**src/rtl/adma_pkg.sv**
```systemverilog
// constants for the strobe-level memory module controller
// assumes a 10 MHz core clock and a two-rank module on shared data lines
// Overview of operation
// - wait 200 us after power-up
// - then eight row-strobe cycles before use
// - idle over 16 ms needs eight wake-up cycles
// - row then column on ten address lines
// - row strobe first, column after delay
// - write enable high before column for reads
// - write enable high through whole read
// - row strobe high for precharge between cycles
// - write data referenced to column or write edge
// - refresh all 1024 rows within refresh period
// - never both rank row strobes low
package adma_pkg;
    // ------------------------------------------------------------------
    // clock and widths
    // ------------------------------------------------------------------
    localparam int CLK_PERIOD_NS = 100;
    localparam int ADDR_W        = 10;
    localparam int DATA_W        = 40;
    localparam int WORD_ADDR_W   = 21;

    // ------------------------------------------------------------------
    // timing figures in their own units
    // ------------------------------------------------------------------
    localparam int POWERUP_US      = 200;
    localparam int IDLE_LIMIT_MS   = 16;
    localparam int REFRESH_INT_NS  = 15600;
    localparam int ROW_COL_NS      = 20;
    localparam int PRECHARGE_NS    = 50;
    localparam int ROW_PULSE_NS    = 70;
    localparam int ACCESS_NS       = 70;
    localparam int WRITE_PULSE_NS  = 20;
    localparam int CAS_PRE_NS      = 10;
    localparam int INIT_CYCLES     = 8;

    // ------------------------------------------------------------------
    // cycle counts, least times rounded up, at least one
    // ------------------------------------------------------------------
    function automatic int cyc_up(input int ns);
        int c;
        c = (ns + CLK_PERIOD_NS - 1) / CLK_PERIOD_NS;
        return (c < 1) ? 1 : c;
    endfunction : cyc_up

    localparam int POWERUP_CYC    = cyc_up(POWERUP_US * 1000);
    localparam int IDLE_LIMIT_CYC = (IDLE_LIMIT_MS * 1000000) / CLK_PERIOD_NS;
    localparam int REFRESH_CYC    = (REFRESH_INT_NS) / CLK_PERIOD_NS;
    localparam int ROW_COL_CYC    = cyc_up(ROW_COL_NS);
    localparam int PRECHARGE_CYC  = cyc_up(PRECHARGE_NS);
    localparam int ROW_PULSE_CYC  = cyc_up(ROW_PULSE_NS);
    localparam int ACCESS_CYC     = cyc_up(ACCESS_NS);
    localparam int WRITE_CYC      = cyc_up(WRITE_PULSE_NS);
    localparam int CAS_PRE_CYC    = cyc_up(CAS_PRE_NS);

    localparam int CNT_W = 24;
    localparam logic [3:0] INIT_LAST = 4'h8;

    // ------------------------------------------------------------------
    // controller states
    // ------------------------------------------------------------------
    typedef enum logic [7:0] {
        ADMA_POWERUP = 8'h01,
        ADMA_IDLE    = 8'h02,
        ADMA_ROW     = 8'h04,
        ADMA_COL     = 8'h08,
        ADMA_HOLD    = 8'h10,
        ADMA_PRECH   = 8'h20,
        ADMA_REF_CAS = 8'h40,
        ADMA_REF_RAS = 8'h80
    } adma_state_t;
endpackage : adma_pkg

```
**src/rtl/adma_timer.sv**
```systemverilog
// down-counter used for every strobe interval
// assumes loads come from the controller on the same clock
`timescale 1ns/1ps
module adma_timer (
    // clock and reset
    input  wire logic                      core_clk_i,
    input  wire logic                      rstn_i,
    // control
    input  wire logic                      load_i,
    input  wire logic [adma_pkg::CNT_W-1:0] value_i,
    // status
    output logic                           done_o
);
    import adma_pkg::*;

    typedef struct packed {
        logic [CNT_W-1:0] cnt;
    } adma_tmr_t;

    adma_tmr_t r;
    adma_tmr_t next_r;

    always_comb begin
        next_r = r;
        if (load_i) begin
            next_r.cnt = value_i;
        end else if (r.cnt != '0) begin
            next_r.cnt = r.cnt - 1'b1;
        end
    end

    always_ff @(posedge core_clk_i or negedge rstn_i) begin
        if (!rstn_i) begin
            r <= '0;
        end else begin
            r <= next_r;
        end
    end

    // registered count only, no path back from the load
    assign done_o = (r.cnt == '0);
endmodule : adma_timer

```
**src/rtl/adma_ctrl.sv**
```systemverilog
// host controller driving the module strobes, address and data pins
// assumes user requests on the core clock; data lines are two-way pins
`timescale 1ns/1ps
module adma_ctrl #(
    parameter int POWERUP_CYCLES = adma_pkg::POWERUP_CYC,
    parameter int IDLE_CYCLES    = adma_pkg::IDLE_LIMIT_CYC,
    parameter int REFRESH_CYCLES = adma_pkg::REFRESH_CYC
) (
    // clock and reset
    input  wire logic                         core_clk_i,
    input  wire logic                         rstn_i,
    // user request
    input  wire logic                         req_valid_i,
    input  wire logic                         req_write_i,
    input  wire logic [adma_pkg::WORD_ADDR_W-1:0] req_addr_i,
    input  wire logic [adma_pkg::DATA_W-1:0]  req_wdata_i,
    output logic                              req_ready_o,
    output logic                              rsp_valid_o,
    output logic [adma_pkg::DATA_W-1:0]       rsp_rdata_o,
    output logic                              init_done_o,
    // module pins
    output logic [adma_pkg::ADDR_W-1:0]       mux_address_lines_o,
    output logic                              rank0_row_strobe_n_o,
    output logic                              rank1_row_strobe_n_o,
    output logic                              col_strobe_n_o,
    output logic                              write_en_n_o,
    output logic                              out_en_n_o,
    output logic [adma_pkg::DATA_W-1:0]       data_lines_o,
    output logic                              data_lines_oe_n_o,
    input  wire logic [adma_pkg::DATA_W-1:0]  data_lines_i
);
    import adma_pkg::*;

    typedef struct packed {
        adma_state_t              st;
        logic [3:0]               init_cnt;
        logic                     init_done;
        logic [CNT_W-1:0]         idle_cnt;
        logic [CNT_W-1:0]         ref_cnt;
        logic                     ref_due;
        logic                     ref_rank;
        logic                     pwr_armed;
        logic                     write;
        logic                     rank;
        logic [ADDR_W-1:0]        col;
        logic [DATA_W-1:0]        wdata;
        logic [ADDR_W-1:0]        addr;
        logic                     rank0_row_strobe_n;
        logic                     rank1_row_strobe_n;
        logic                     cas_n;
        logic                     we_n;
        logic                     oe_n;
        logic                     dq_oe_n;
        logic                     rsp_valid;
        logic [DATA_W-1:0]        rdata;
        logic [DATA_W-1:0]        dq_s1;
        logic [DATA_W-1:0]        dq_s2;
    } adma_ctl_t;

    // reset: every strobe and enable inactive
    localparam adma_ctl_t RST_VAL = '{st: ADMA_POWERUP, rank0_row_strobe_n: 1'b1, rank1_row_strobe_n: 1'b1,
                                      cas_n: 1'b1, we_n: 1'b1, oe_n: 1'b1,
                                      dq_oe_n: 1'b1, default: '0};

    adma_ctl_t        r;
    adma_ctl_t        next_r;
    logic             tmr_load;
    logic [CNT_W-1:0] tmr_value;
    logic             tmr_done;
    logic             accept;

    adma_timer u_timer (
        .core_clk_i (core_clk_i),
        .rstn_i     (rstn_i),
        .load_i     (tmr_load),
        .value_i    (tmr_value),
        .done_o     (tmr_done)
    );

    // ------------------------------------------------------------------
    // next-state logic
    // ------------------------------------------------------------------
    assign accept = (r.st == ADMA_IDLE) && r.init_done && !r.ref_due && req_valid_i;

    always_comb begin
        next_r    = r;
        tmr_load  = 1'b0;
        tmr_value = '0;
        next_r.rsp_valid = 1'b0;
        next_r.dq_s1 = data_lines_i;
        next_r.dq_s2 = r.dq_s1;
        // periodic refresh request, one row per interval
        if (r.ref_cnt == '0) begin
            next_r.ref_cnt = CNT_W'(REFRESH_CYCLES);
            next_r.ref_due = 1'b1;
        end else begin
            next_r.ref_cnt = r.ref_cnt - 1'b1;
        end
        // long idle forces a new wake-up burst
        if (r.idle_cnt != '0) begin
            next_r.idle_cnt = r.idle_cnt - 1'b1;
        end else if (r.init_done) begin
            next_r.init_done = 1'b0;
            next_r.init_cnt  = '0;
        end
        case (r.st)
            ADMA_POWERUP: begin
                if (!r.pwr_armed) begin
                    next_r.pwr_armed = 1'b1;
                    tmr_load         = 1'b1;
                    tmr_value        = CNT_W'(POWERUP_CYCLES);
                end else if (tmr_done) begin
                    next_r.st = ADMA_IDLE;
                end
            end
            ADMA_IDLE: begin
                if (!r.init_done || r.ref_due) begin
                    next_r.cas_n = 1'b0;
                    next_r.st    = ADMA_REF_CAS;
                    tmr_load     = 1'b1;
                    tmr_value    = CNT_W'(CAS_PRE_CYC);
                end else if (accept) begin
                    next_r.write = req_write_i;
                    next_r.rank  = req_addr_i[WORD_ADDR_W-1];
                    next_r.col   = req_addr_i[ADDR_W-1:0];
                    next_r.wdata = req_wdata_i;
                    next_r.addr  = req_addr_i[2*ADDR_W-1:ADDR_W];
                    next_r.we_n  = ~req_write_i;
                    next_r.dq_oe_n = ~req_write_i;
                    next_r.st    = ADMA_ROW;
                end
            end
            ADMA_ROW: begin
                // one rank only, the other stays high
                next_r.rank0_row_strobe_n = r.rank;
                next_r.rank1_row_strobe_n = ~r.rank;
                next_r.idle_cnt = CNT_W'(IDLE_CYCLES);
                next_r.st     = ADMA_COL;
                tmr_load      = 1'b1;
                tmr_value     = CNT_W'(ROW_COL_CYC);
            end
            ADMA_COL: begin
                // column address one cycle ahead of its strobe
                next_r.addr = r.col;
                if (tmr_done) begin
                    next_r.cas_n = 1'b0;
                    next_r.oe_n  = r.write;
                    next_r.st    = ADMA_HOLD;
                    tmr_load     = 1'b1;
                    tmr_value    = CNT_W'(ACCESS_CYC + 2);
                end
            end
            ADMA_HOLD: begin
                // read data taken after the two pin flops
                if (tmr_done) begin
                    if (!r.write) begin
                        next_r.rdata     = r.dq_s2;
                        next_r.rsp_valid = 1'b1;
                    end
                    next_r.rank0_row_strobe_n  = 1'b1;
                    next_r.rank1_row_strobe_n  = 1'b1;
                    next_r.cas_n   = 1'b1;
                    next_r.oe_n    = 1'b1;
                    next_r.we_n    = 1'b1;
                    next_r.dq_oe_n = 1'b1;
                    next_r.st      = ADMA_PRECH;
                    tmr_load       = 1'b1;
                    tmr_value      = CNT_W'(PRECHARGE_CYC);
                end
            end
            ADMA_PRECH: begin
                if (tmr_done) begin
                    if (r.ref_rank) begin
                        // second rank of the refresh pair
                        next_r.cas_n = 1'b0;
                        next_r.st    = ADMA_REF_CAS;
                        tmr_load     = 1'b1;
                        tmr_value    = CNT_W'(CAS_PRE_CYC);
                    end else begin
                        next_r.st = ADMA_IDLE;
                    end
                end
            end
            ADMA_REF_CAS: begin
                if (tmr_done) begin
                    next_r.rank0_row_strobe_n   = r.ref_rank;
                    next_r.rank1_row_strobe_n   = ~r.ref_rank;
                    next_r.idle_cnt = CNT_W'(IDLE_CYCLES);
                    next_r.st       = ADMA_REF_RAS;
                    tmr_load        = 1'b1;
                    tmr_value       = CNT_W'(ROW_PULSE_CYC);
                end
            end
            ADMA_REF_RAS: begin
                if (tmr_done) begin
                    next_r.rank0_row_strobe_n   = 1'b1;
                    next_r.rank1_row_strobe_n   = 1'b1;
                    next_r.cas_n    = 1'b1;
                    next_r.ref_rank = ~r.ref_rank;
                    if (r.ref_rank) begin
                        // a new request in this cycle wins over the clear
                        if (r.ref_cnt != '0) begin
                            next_r.ref_due = 1'b0;
                        end
                        if (!r.init_done) begin
                            next_r.init_cnt  = r.init_cnt + 4'h1;
                            next_r.init_done = (r.init_cnt + 4'h1) == INIT_LAST;
                        end
                    end
                    next_r.st = ADMA_PRECH;
                    tmr_load  = 1'b1;
                    tmr_value = CNT_W'(PRECHARGE_CYC);
                end
            end
            default: begin
                next_r = RST_VAL;
            end
        endcase
    end

    // ------------------------------------------------------------------
    // state register
    // ------------------------------------------------------------------
    always_ff @(posedge core_clk_i or negedge rstn_i) begin
        if (!rstn_i) begin
            r <= RST_VAL;
        end else begin
            r <= next_r;
        end
    end

    // ------------------------------------------------------------------
    // outputs
    // ------------------------------------------------------------------
    assign req_ready_o          = (r.st == ADMA_IDLE) && r.init_done && !r.ref_due;
    assign rsp_valid_o          = r.rsp_valid;
    assign rsp_rdata_o          = r.rdata;
    assign init_done_o          = r.init_done;
    assign mux_address_lines_o  = r.addr;
    assign rank0_row_strobe_n_o = r.rank0_row_strobe_n;
    assign rank1_row_strobe_n_o = r.rank1_row_strobe_n;
    assign col_strobe_n_o       = r.cas_n;
    assign write_en_n_o         = r.we_n;
    assign out_en_n_o           = r.oe_n;
    assign data_lines_o         = r.wdata;
    assign data_lines_oe_n_o    = r.dq_oe_n;
endmodule : adma_ctrl

```
**config.mk**
```make
export PLATFORM = sky130hd
export DESIGN_NAME = adma_ctrl
export DESIGN_NICKNAME = d
export VERILOG_FILES = /design/src/rtl/adma_pkg.sv /design/src/rtl/adma_timer.sv /design/src/rtl/adma_ctrl.sv
export SDC_FILE = /design/constraint.sdc
export NUM_CORES = 1
export LEC_CHECK = 0
export BUFFER_PORTS_ARGS = -buffer_cell sky130_fd_sc_hd__buf_4
export CELL_PAD_IN_SITES_DETAIL_PLACEMENT = 0
export CELL_PAD_IN_SITES_GLOBAL_PLACEMENT = 2
export CORE_MARGIN = 5
export CORE_UTILIZATION = 35
export CTS_CLUSTER_SIZE = 24
export DETAILED_ROUTE_END_ITERATION = 10
export PLACE_DENSITY = 0.83
export SETUP_SLACK_MARGIN = 0.15
export SLEW_MARGIN = 20
export SYNTH_ARGS = -nofsm -noshare
export SYNTH_HDL_FRONTEND = slang
export SYNTH_SLANG_ARGS = --single-unit
```
**constraint.sdc**
```tcl
create_clock -name core_clk_i -period 4.95 [get_ports core_clk_i]
set_clock_uncertainty 0.1 [all_clocks]
set_input_delay 0.495 -clock core_clk_i [delete_from_list [all_inputs] [get_ports core_clk_i]]
set_output_delay 0.495 -clock core_clk_i [all_outputs]
set_load 0.01 [all_outputs]
```
# After elaboration in Yosys (flattened, before gate mapping)
# Cells that the tools add are included.
[totals]
register_bits = 277
[classes]
n_reduce_logical = 34
n_bitwise = 11
n_mux = 64
n_addsub = 4
eq_ne = 22
[ops]
columns = ["cell", "count"]
rows = [
  ["$mux W24", 6],
  ["$mux W62", 2],
  ["$pmux W52 S2", 1],
  ["$pmux W41 S2", 1],
  ["$mux W80", 1],
  ["$pmux W24 S3", 1],
  ["$reduce_bool A24 Y1", 3],
  ["$sub A24 B1 Y24 const B", 3],
  ["$pmux W11 S6", 1],
  ["$mux W8", 8],
  ["$pmux W8 S8", 1],
  ["$logic_not A24 Y1", 2],
  ["$mux W47", 1],
  ["$mux W41", 1],
  ["$pmux W10 S3", 1],
  ["$reduce_or A7 Y1", 4],
  ["$reduce_or A6 Y1", 4],
  ["$ne A2 B2 Y1 const B", 11],
  ["$mux W5", 4],
  ["$mux W1", 19],
  ["$mux W13", 1],
  ["$reduce_and A3 Y1", 4],
  ["$mux W11", 1],
  ["$not A1 Y1", 11],
  ["33 further kinds", 43],
]

# Logic depth before layout (Yosys ltp)
# Gate-level depths: netlist (run 1).
[logic_depth]
depth_word = 7
depth_mapped = 10

# Modules after synthesis
# Synthesis (run 1) repeated with hierarchy kept, for this count alone.
[unflattened]
hier_cells = 1199
area_unflattened_um2 = 12655.9
[modules_own_cells]
columns = ["mod", "n_inst", "cells_per_inst", "area_each_um2", "seq_area_each_um2"]
rows = [
  ["adma_ctrl", 1, 1048, 11178.2, 6313.6],
  ["adma_timer", 1, 151, 1477.7, 600.6],
]

# Least setup slack after synthesis (run 1)
# No wires, ideal clock.
[synth_timing]
path_type = "register -> register"
from = "register r[216] in the netlist's numbering"
to = "register r[241] in the netlist's numbering"
setup_time_ps = 125
stages_incl_launch_ff = 9
required_ps = 4725
path_buffers = 1
path_slack_ps = 2389
t_arrival_ps = 2336
path_cell_list = "dfrtp_1 -> inv_1 -> ha_1 -> or3b_2 -> or4_1 -> clkbuf_1 -> nor3_4 -> a221oi_2 -> mux2_2"
[synth_rtl]
columns = ["element", "line", "text"]
rows = [
  ["start: declaration", "adma_ctrl.sv:65", "adma_ctl_t r;"],
  ["start signal: assignment", "adma_ctrl.sv:228", "r <= next_r;"],
]

# Worst setup path in the final report (run 1)
[layout_timing]
from = "register r[247] in the netlist's numbering"
to = "register r, in the netlist rsp_rdata_o[22]"
[layout_between]
elab_chain_len = 4
word_cells_on_any_way = 14
classes_between = "eq/ne: 10; mux: 1; bitwise: 1; reduce/logical: 2"
[layout_lines]
columns = ["element", "line", "text"]
rows = [
  ["$eq A8 B2 Y1, or another cell as far along", "adma_ctrl.sv:106", "case (r.st)"],
  ["$reduce_or A7 Y1 (no line)", "n/a", ""],
  ["$not A1 Y1 (no line)", "n/a", ""],
  ["$reduce_and A3 Y1 (no line)", "n/a", ""],
]
# Parallel ways exist; a longest one is shown, timed or not.
# A chain may end at the register's enable or synchronous reset.

==> results of run 1 <==
stage by stage:
step / utilization (%) / power [mW] / instance area (um2) / setup WS [ns] / cells
global route: 41.9 / 4.80 / 14500 / 1.49 / 1744
global placement: 39.1 / 2.47 / 13500 / 1.78 / 1689
detailed placement: 39.1 / 2.48 / 13500 / 1.72 / 1689
finish: 41.9 / 4.62 / 14500 / 1.70 / 1744
floorplan: - / 2.36 / 12300 / 2.39 / 1168
CTS: 41.9 / 4.70 / 14500 / 1.68 / 1743
report_power, final:
group | switching (mW) | internal, mW | leakage [nW]
Clock | 0.878 | 1.31 | 0.468
Sequential | 0.00703 | 2.29 | 3.58
Combinational | 0.0646 | 0.0717 | 2.72
Total | 0.949 | 3.67 | 6.78
cell families after synthesis:
kind of cell             count (synthesis)  share of synthesized area [%]
multiplexers                             4                          0.347
adder cells (fa/ha/maj)                  7                          0.714
AND/OR/NAND/NOR                        473                           19.4
buffers and inverters                  161                           8.40
flip-flops                             276                           56.4
XOR/XNOR                                67                           4.79
AO/OA/AOI/OAI                          180                           9.91
layer usage:
| layer | vias up | routed length (um) | track usage [%] |
|---|---|---|---|
| li1 | 4090 | - | - |
| met1 | 3992 | 12900 | 19.6 |
| met2 | 175 | 13200 | 22.7 |
| met3 | 46 | 1240 | 2.08 |
| met4 | 0 | 621 | 4.08 |
| met5 | - | 0 | 0 |
path summary, 6_finish.rpt:
check / from / endpoint / cells past startpoint / slack, ns
max: r[247] / rsp_rdata_o[22] / 6 / 1.70
max reg2reg: r[247] / rsp_rdata_o[22] / 6 / 1.70
min reg2reg: r[48] / r[8] / 1 / 0.36
min in group asynchronous: rstn_i / r[252] / 2 / 0.50
max in group asynchronous: rstn_i / rsp_rdata_o[30] / 3 / 3.11
min: data_lines_i[29] / r[69] / 2 / 0.06
layout make-up:
type / instances / share of cell area, %
Timing Repair Buffer: 216 / 11.5
Multi-Input combinational cell: 731 / 29.9
Tap cell: 455 / 3.93
Antenna cell: 1 / 0.0173
Clock buffer: 41 / 5.39
Clock inverter: 11 / 1.20
Sequential cell: 276 / 47.7
Inverter: 13 / 0.337
sequential cells by signal (all words and copies together), names as in the netlist, 10 cells and up:
signal,count
u_timer.r,24
r,155
data_lines_o,40
rsp_rdata_o,40
mux_address_lines_o,10
cell usage after synthesis, drive strengths merged, types with 6 or more instances:
| master | n |
|---|---|
| a21oi | 18 |
| a22o | 42 |
| a22oi | 11 |
| buf | 119 |
| clkbuf | 29 |
| dfrtp | 270 |
| dfstp | 6 |
| ha | 7 |
| inv | 13 |
| nand2 | 153 |
| nand2b | 13 |
| nand3 | 19 |
| nand4 | 9 |
| nor2 | 95 |
| nor2b | 83 |
| nor3 | 32 |
| nor4 | 24 |
| o21ai | 76 |
| or4 | 11 |
| xnor2 | 44 |
| xor2 | 23 |
worst reg2reg max path, delay by kind of cell (launching register included):
| kind | cells | cell delay (ns) |
|---|---|---|
| simple gates | 4 | 1.46 |
| compound gates | 2 | 0.98 |
| flops | 1 | 0.64 |
repair_timing:
item / CTS / global route
endpoints found under the hold margin: 84 / 0
resized for setup: 0 / 0
hold buffers: 2 / 0
==> metrics.yaml, run 1 <==
yosys:
  synth_cells: 1168
  netlist_area_um2: 12300
  seq_area_frac_synth_pct: 56.4
  syn_avg_cell_area_um2: 10.5
  yosys_warnings: 0
  ys_async_sr_fraction_pct: 100
  ys_seq_elements: 276
  syn-num-nets: 1280
  yosys-top-cells-area: "dfrtp_1 55%, buf_4 5.6%, nand2_1 4.7%"
  synth.distinct_cells: 64
  synth_edf_count: 0
  yosys.area.top_type: "dfrtp_1"
  ys.flop_type: "dfrtp_1"
  synth_top_area_share_pct: 55.1
final_layout:
  regArea_um2: 6910
  layout.nets: 1379
  layout_commonest_cell: "dfrtp_1"
  area_growth_syn_to_layout_pct: 18.2
  final_layout_size_suffix_gt1_share_pct: 22.0
  n_fill_cell: 3401
  multiInputGateArea_um2: 4340
  mostFrequentLayoutCells: "270 x dfrtp_1, 211 x buf_4, 153 x nand2_1, 94 x nor2_1, 83 x nor2b_1"
worst_setup_path:
  setup.worst_path.start_class: "register"
  crit_arrival_ns: 3.62
  cp_slowest_stage_delay_ns: 0.70
  crit_path_max_fanout: 40
  worstPathCellList: "nor4_1, nor4b_1, nor2_1, nand2_1, o41a_2, a22o_1"
  timing.critical_path.buf_inv: 0
  cp_top_family: "simple AND/OR/NAND/NOR gates"
  slowest_stage: "o41a_2"
  worstPathRequired_ns: 5.33
  path_class: "reg2reg"
  end_kind: "register"
drt:
  routed_wirelength_um: 27900
  num_vias: 8303
  drt_first_pass_iters: 4
  wl_per_cell_um: 16.0
  drc: 0
  via_per_inst: 4.76
  drt_iter0_markers: 327
  detail-route-antenna-nets: 0
sta:
  slew_headroom_pct: 25.8
  fin_setup_tns_ns: 0
  rsz0062_at_grt: "no"
  fin_crit_ns: 3.25
  tightestPinTransition_ns: 1.09
  setup_viol: 0
  fin_hold_ws_ns: 0.0598
  max_freq_ghz: 0.308
  fin_crit_sh_pct: 65.6
  slew_violations: 0
  final_hold_viol_count: 0
clocking:
  cts_setup_buffers: 0
  clkTransAtPathRegs_ns: 0.06
  clockBufferDepth: 3
  htree_num_levels: 1
  insertion_delay_ns: 0.55
  cts.sinks: 276
  cts_inserted_buffers: 29
  clk_root_buffer_cell: "clkbuf_16"
  cts_tree: "done"
place:
  hpwlAfterDp_um: 18700
  place.gp.congestion: 0.818
  port_buffers: 203
floorplan:
  ios: 204
  start_util_pct: 35.5
  fp.dieH_um: 197
  dieArea_um2: 38900
  rows: 68
  die_x_um: 197
  core_um2: 34500
grt:
  track_usage_pct: 14.0
  grt_pass1_vias: 8367
  antenna_found_initial: 1
  grt_max_degree: 97
  overflow: 0
  grt_pass1_wl_um: 45100
hold_path:
  min_path_type: "in2reg"
flow_run:
  cap_viol_max_count: 0
pwr:
  power_leakage_nw: 6.78
  ir_drop_v: 0.000262
  p_per_area_nw_per_um2: 319
status:
  outcome: "finished clean"
No activity file was read; power rests on OpenSTA's default activity.
==> inputs of run 2 (changes only) <==
Settings changed: CORE_UTILIZATION 35 to 33, PLACE_DENSITY 0.83 to 0.82.
Clock period 4.95 ns to 2.9 ns, I/O delays scaled along.
==> metrics.yaml, run 2 (synthesis gave the netlist of run 1 again) <==
status:
  outcome: "finished clean"
final_layout:
  final_layout_size_suffix_gt1_share_pct: 23.1
  n_fill_cell: 3434
  mostFrequentLayoutCells: "270 x dfrtp_1, 236 x buf_4, 152 x nand2_1, 104 x dlygate4sd3_1, 94 x nor2_1"
  multiInputGateArea_um2: 4400
  layout.nets: 1519
  largest_reg_flops: 155
  instances_no_fill: 1899
  area_growth_syn_to_layout_pct: 30.4
  final_util_pct: 43.7
  top_register: "r"
  antenna_cells: 0
  regArea_um2: 6910
  layout_commonest_cell: "dfrtp_1"
sta:
  setup_viol: 0
  fin_crit_ns: 2.64
  final_hold_viol_count: 0
  max_freq_ghz: 0.379
  rsz0062_at_grt: "no"
  fin_crit_sh_pct: 91.0
  slew_violations: 0
  tightestPinTransition_ns: 0.839
  fin_setup_tns_ns: 0
  slew_headroom_pct: 43.6
grt:
  grt_max_degree: 89
  grt_pass1_wl_um: 49200
  grt.met3_usage_pct: 2.36
  grt_pass1_vias: 9173
  overflow: 0
  grtUsageMet1_pct: 19.8
  grtUsageMet2_pct: 23.6
  grt.busiest_layer: "met2"
  track_usage_pct: 14.3
  antenna_found_initial: 0
clocking:
  insertion_delay_ns: 0.57
  cts_tree: "done"
  cts.sinks: 276
  clockBufferDepth: 3
  clk_root_buffer_cell: "clkbuf_16"
  cts_inserted_buffers: 30
  htree_num_levels: 1
  clkTransAtPathRegs_ns: 0.06
floorplan:
  rows: 70
  core_um2: 36600
  ios: 204
  dieArea_um2: 41100
  fp.dieH_um: 203
  die_x_um: 203
  start_util_pct: 33.5
flow_run:
  cap_viol_max_count: 0
place:
  port_buffers: 203
  hpwlAfterDp_um: 20000
  place.gp.congestion: 0.853
  dp_cells: 1730
worst_setup_path:
  end_kind: "register"
  worstPathCellList: "or4_1, nor3_4, nand3_1, o41a_1, buf_12, a22o_1"
  cp_top_family: "simple AND/OR/NAND/NOR gates"
  timing.critical_path.buf_inv: 1
  path_class: "reg2reg"
  crit_arrival_ns: 2.99
  rrSetupSlack_ns: 0.26
  slowest_stage: "or4_1"
  worstPathRequired_ns: 3.25
  setup.worst_path.start_class: "register"
  crit_path_max_fanout: 40
  cp_slowest_stage_delay_ns: 0.59
drt:
  wl_per_cell_um: 16.0
  detail-route-antenna-nets: 0
  via_per_inst: 4.69
  drc: 0
  drt_first_pass_iters: 5
  num_vias: 8898
  drt_iter0_markers: 412
  routed_wirelength_um: 30400
pwr:
  power_leakage_nw: 7.44
  p_per_area_nw_per_um2: 496
  ir_drop_v: 0.000429
hold_path:
  min_path_type: "in2async"
## run 2: what timing repair did
| item | 4_1_cts | 5_1_grt |
|---|---|---|
| pin swaps | 1 | 4 |
| gates cloned | 0 | 2 |
| setup buffers | 1 | 6 |
| resized for setup | 3 | 8 |
| hold endpoints to repair | 163 | 0 |
| endpoints found under the setup margin | 2 | 122 |
| hold buffers | 104 | 0 |
## run 2: layer usage
layer	vias to the layer above	routed length, um
met2	193	14400
met4	0	578
met1	4315	14100
met5	-	0
li1	4350	-
met3	40	1370
## run 2: path summary, 6_finish.rpt
path / from / end / depth (start not counted)
min in group core_clk_i: r[70] / r[30] / 1
hold reg to reg: r[70] / r[30] / 1
setup / recovery: u_timer.r[10] / rsp_rdata_o[4] / 6
max in group asynchronous: rstn_i / mux_address_lines_o[4] / 3
hold / removal: rstn_i / rsp_rdata_o[10] / 2
setup reg to reg: u_timer.r[10] / rsp_rdata_o[4] / 6
## run 2: through the flow
| stage | area, um2 | power (mW) | setup WS, ns | hold slack, ns |
|---|---|---|---|---|
| 2_1_floorplan | 12300 | 4.02 | 0.339 | -0.106 |
| 3_3_place_gp | 13800 | 4.23 | 0.235 | 0.161 |
| 3_5_place_dp | 13800 | 4.24 | 0.176 | 0.171 |
| 4_1_cts | 15900 | 8.09 | 0.137 | 0.151 |
| 5_1_grt | 16000 | 8.25 | 0.157 | 0.179 |
| 6_report | 16000 | 7.92 | 0.261 | 0.145 |
## run 2: layout make-up
type | count | share of cell area [%]
tap | 468 | 3.66
multi-input combinational | 732 | 27.5
timing repair buffer | 354 | 19.3
sequential | 276 | 43.2
clock inverter | 10 | 0.493
inverter | 13 | 0.305
clock buffer | 46 | 5.51
## run 2: power by group
| group | internal (mW) | switching, mW |
|---|---|---|
| Clock | 2.10 | 1.55 |
| Sequential | 3.91 | 0.0128 |
| Combinational | 0.216 | 0.138 |
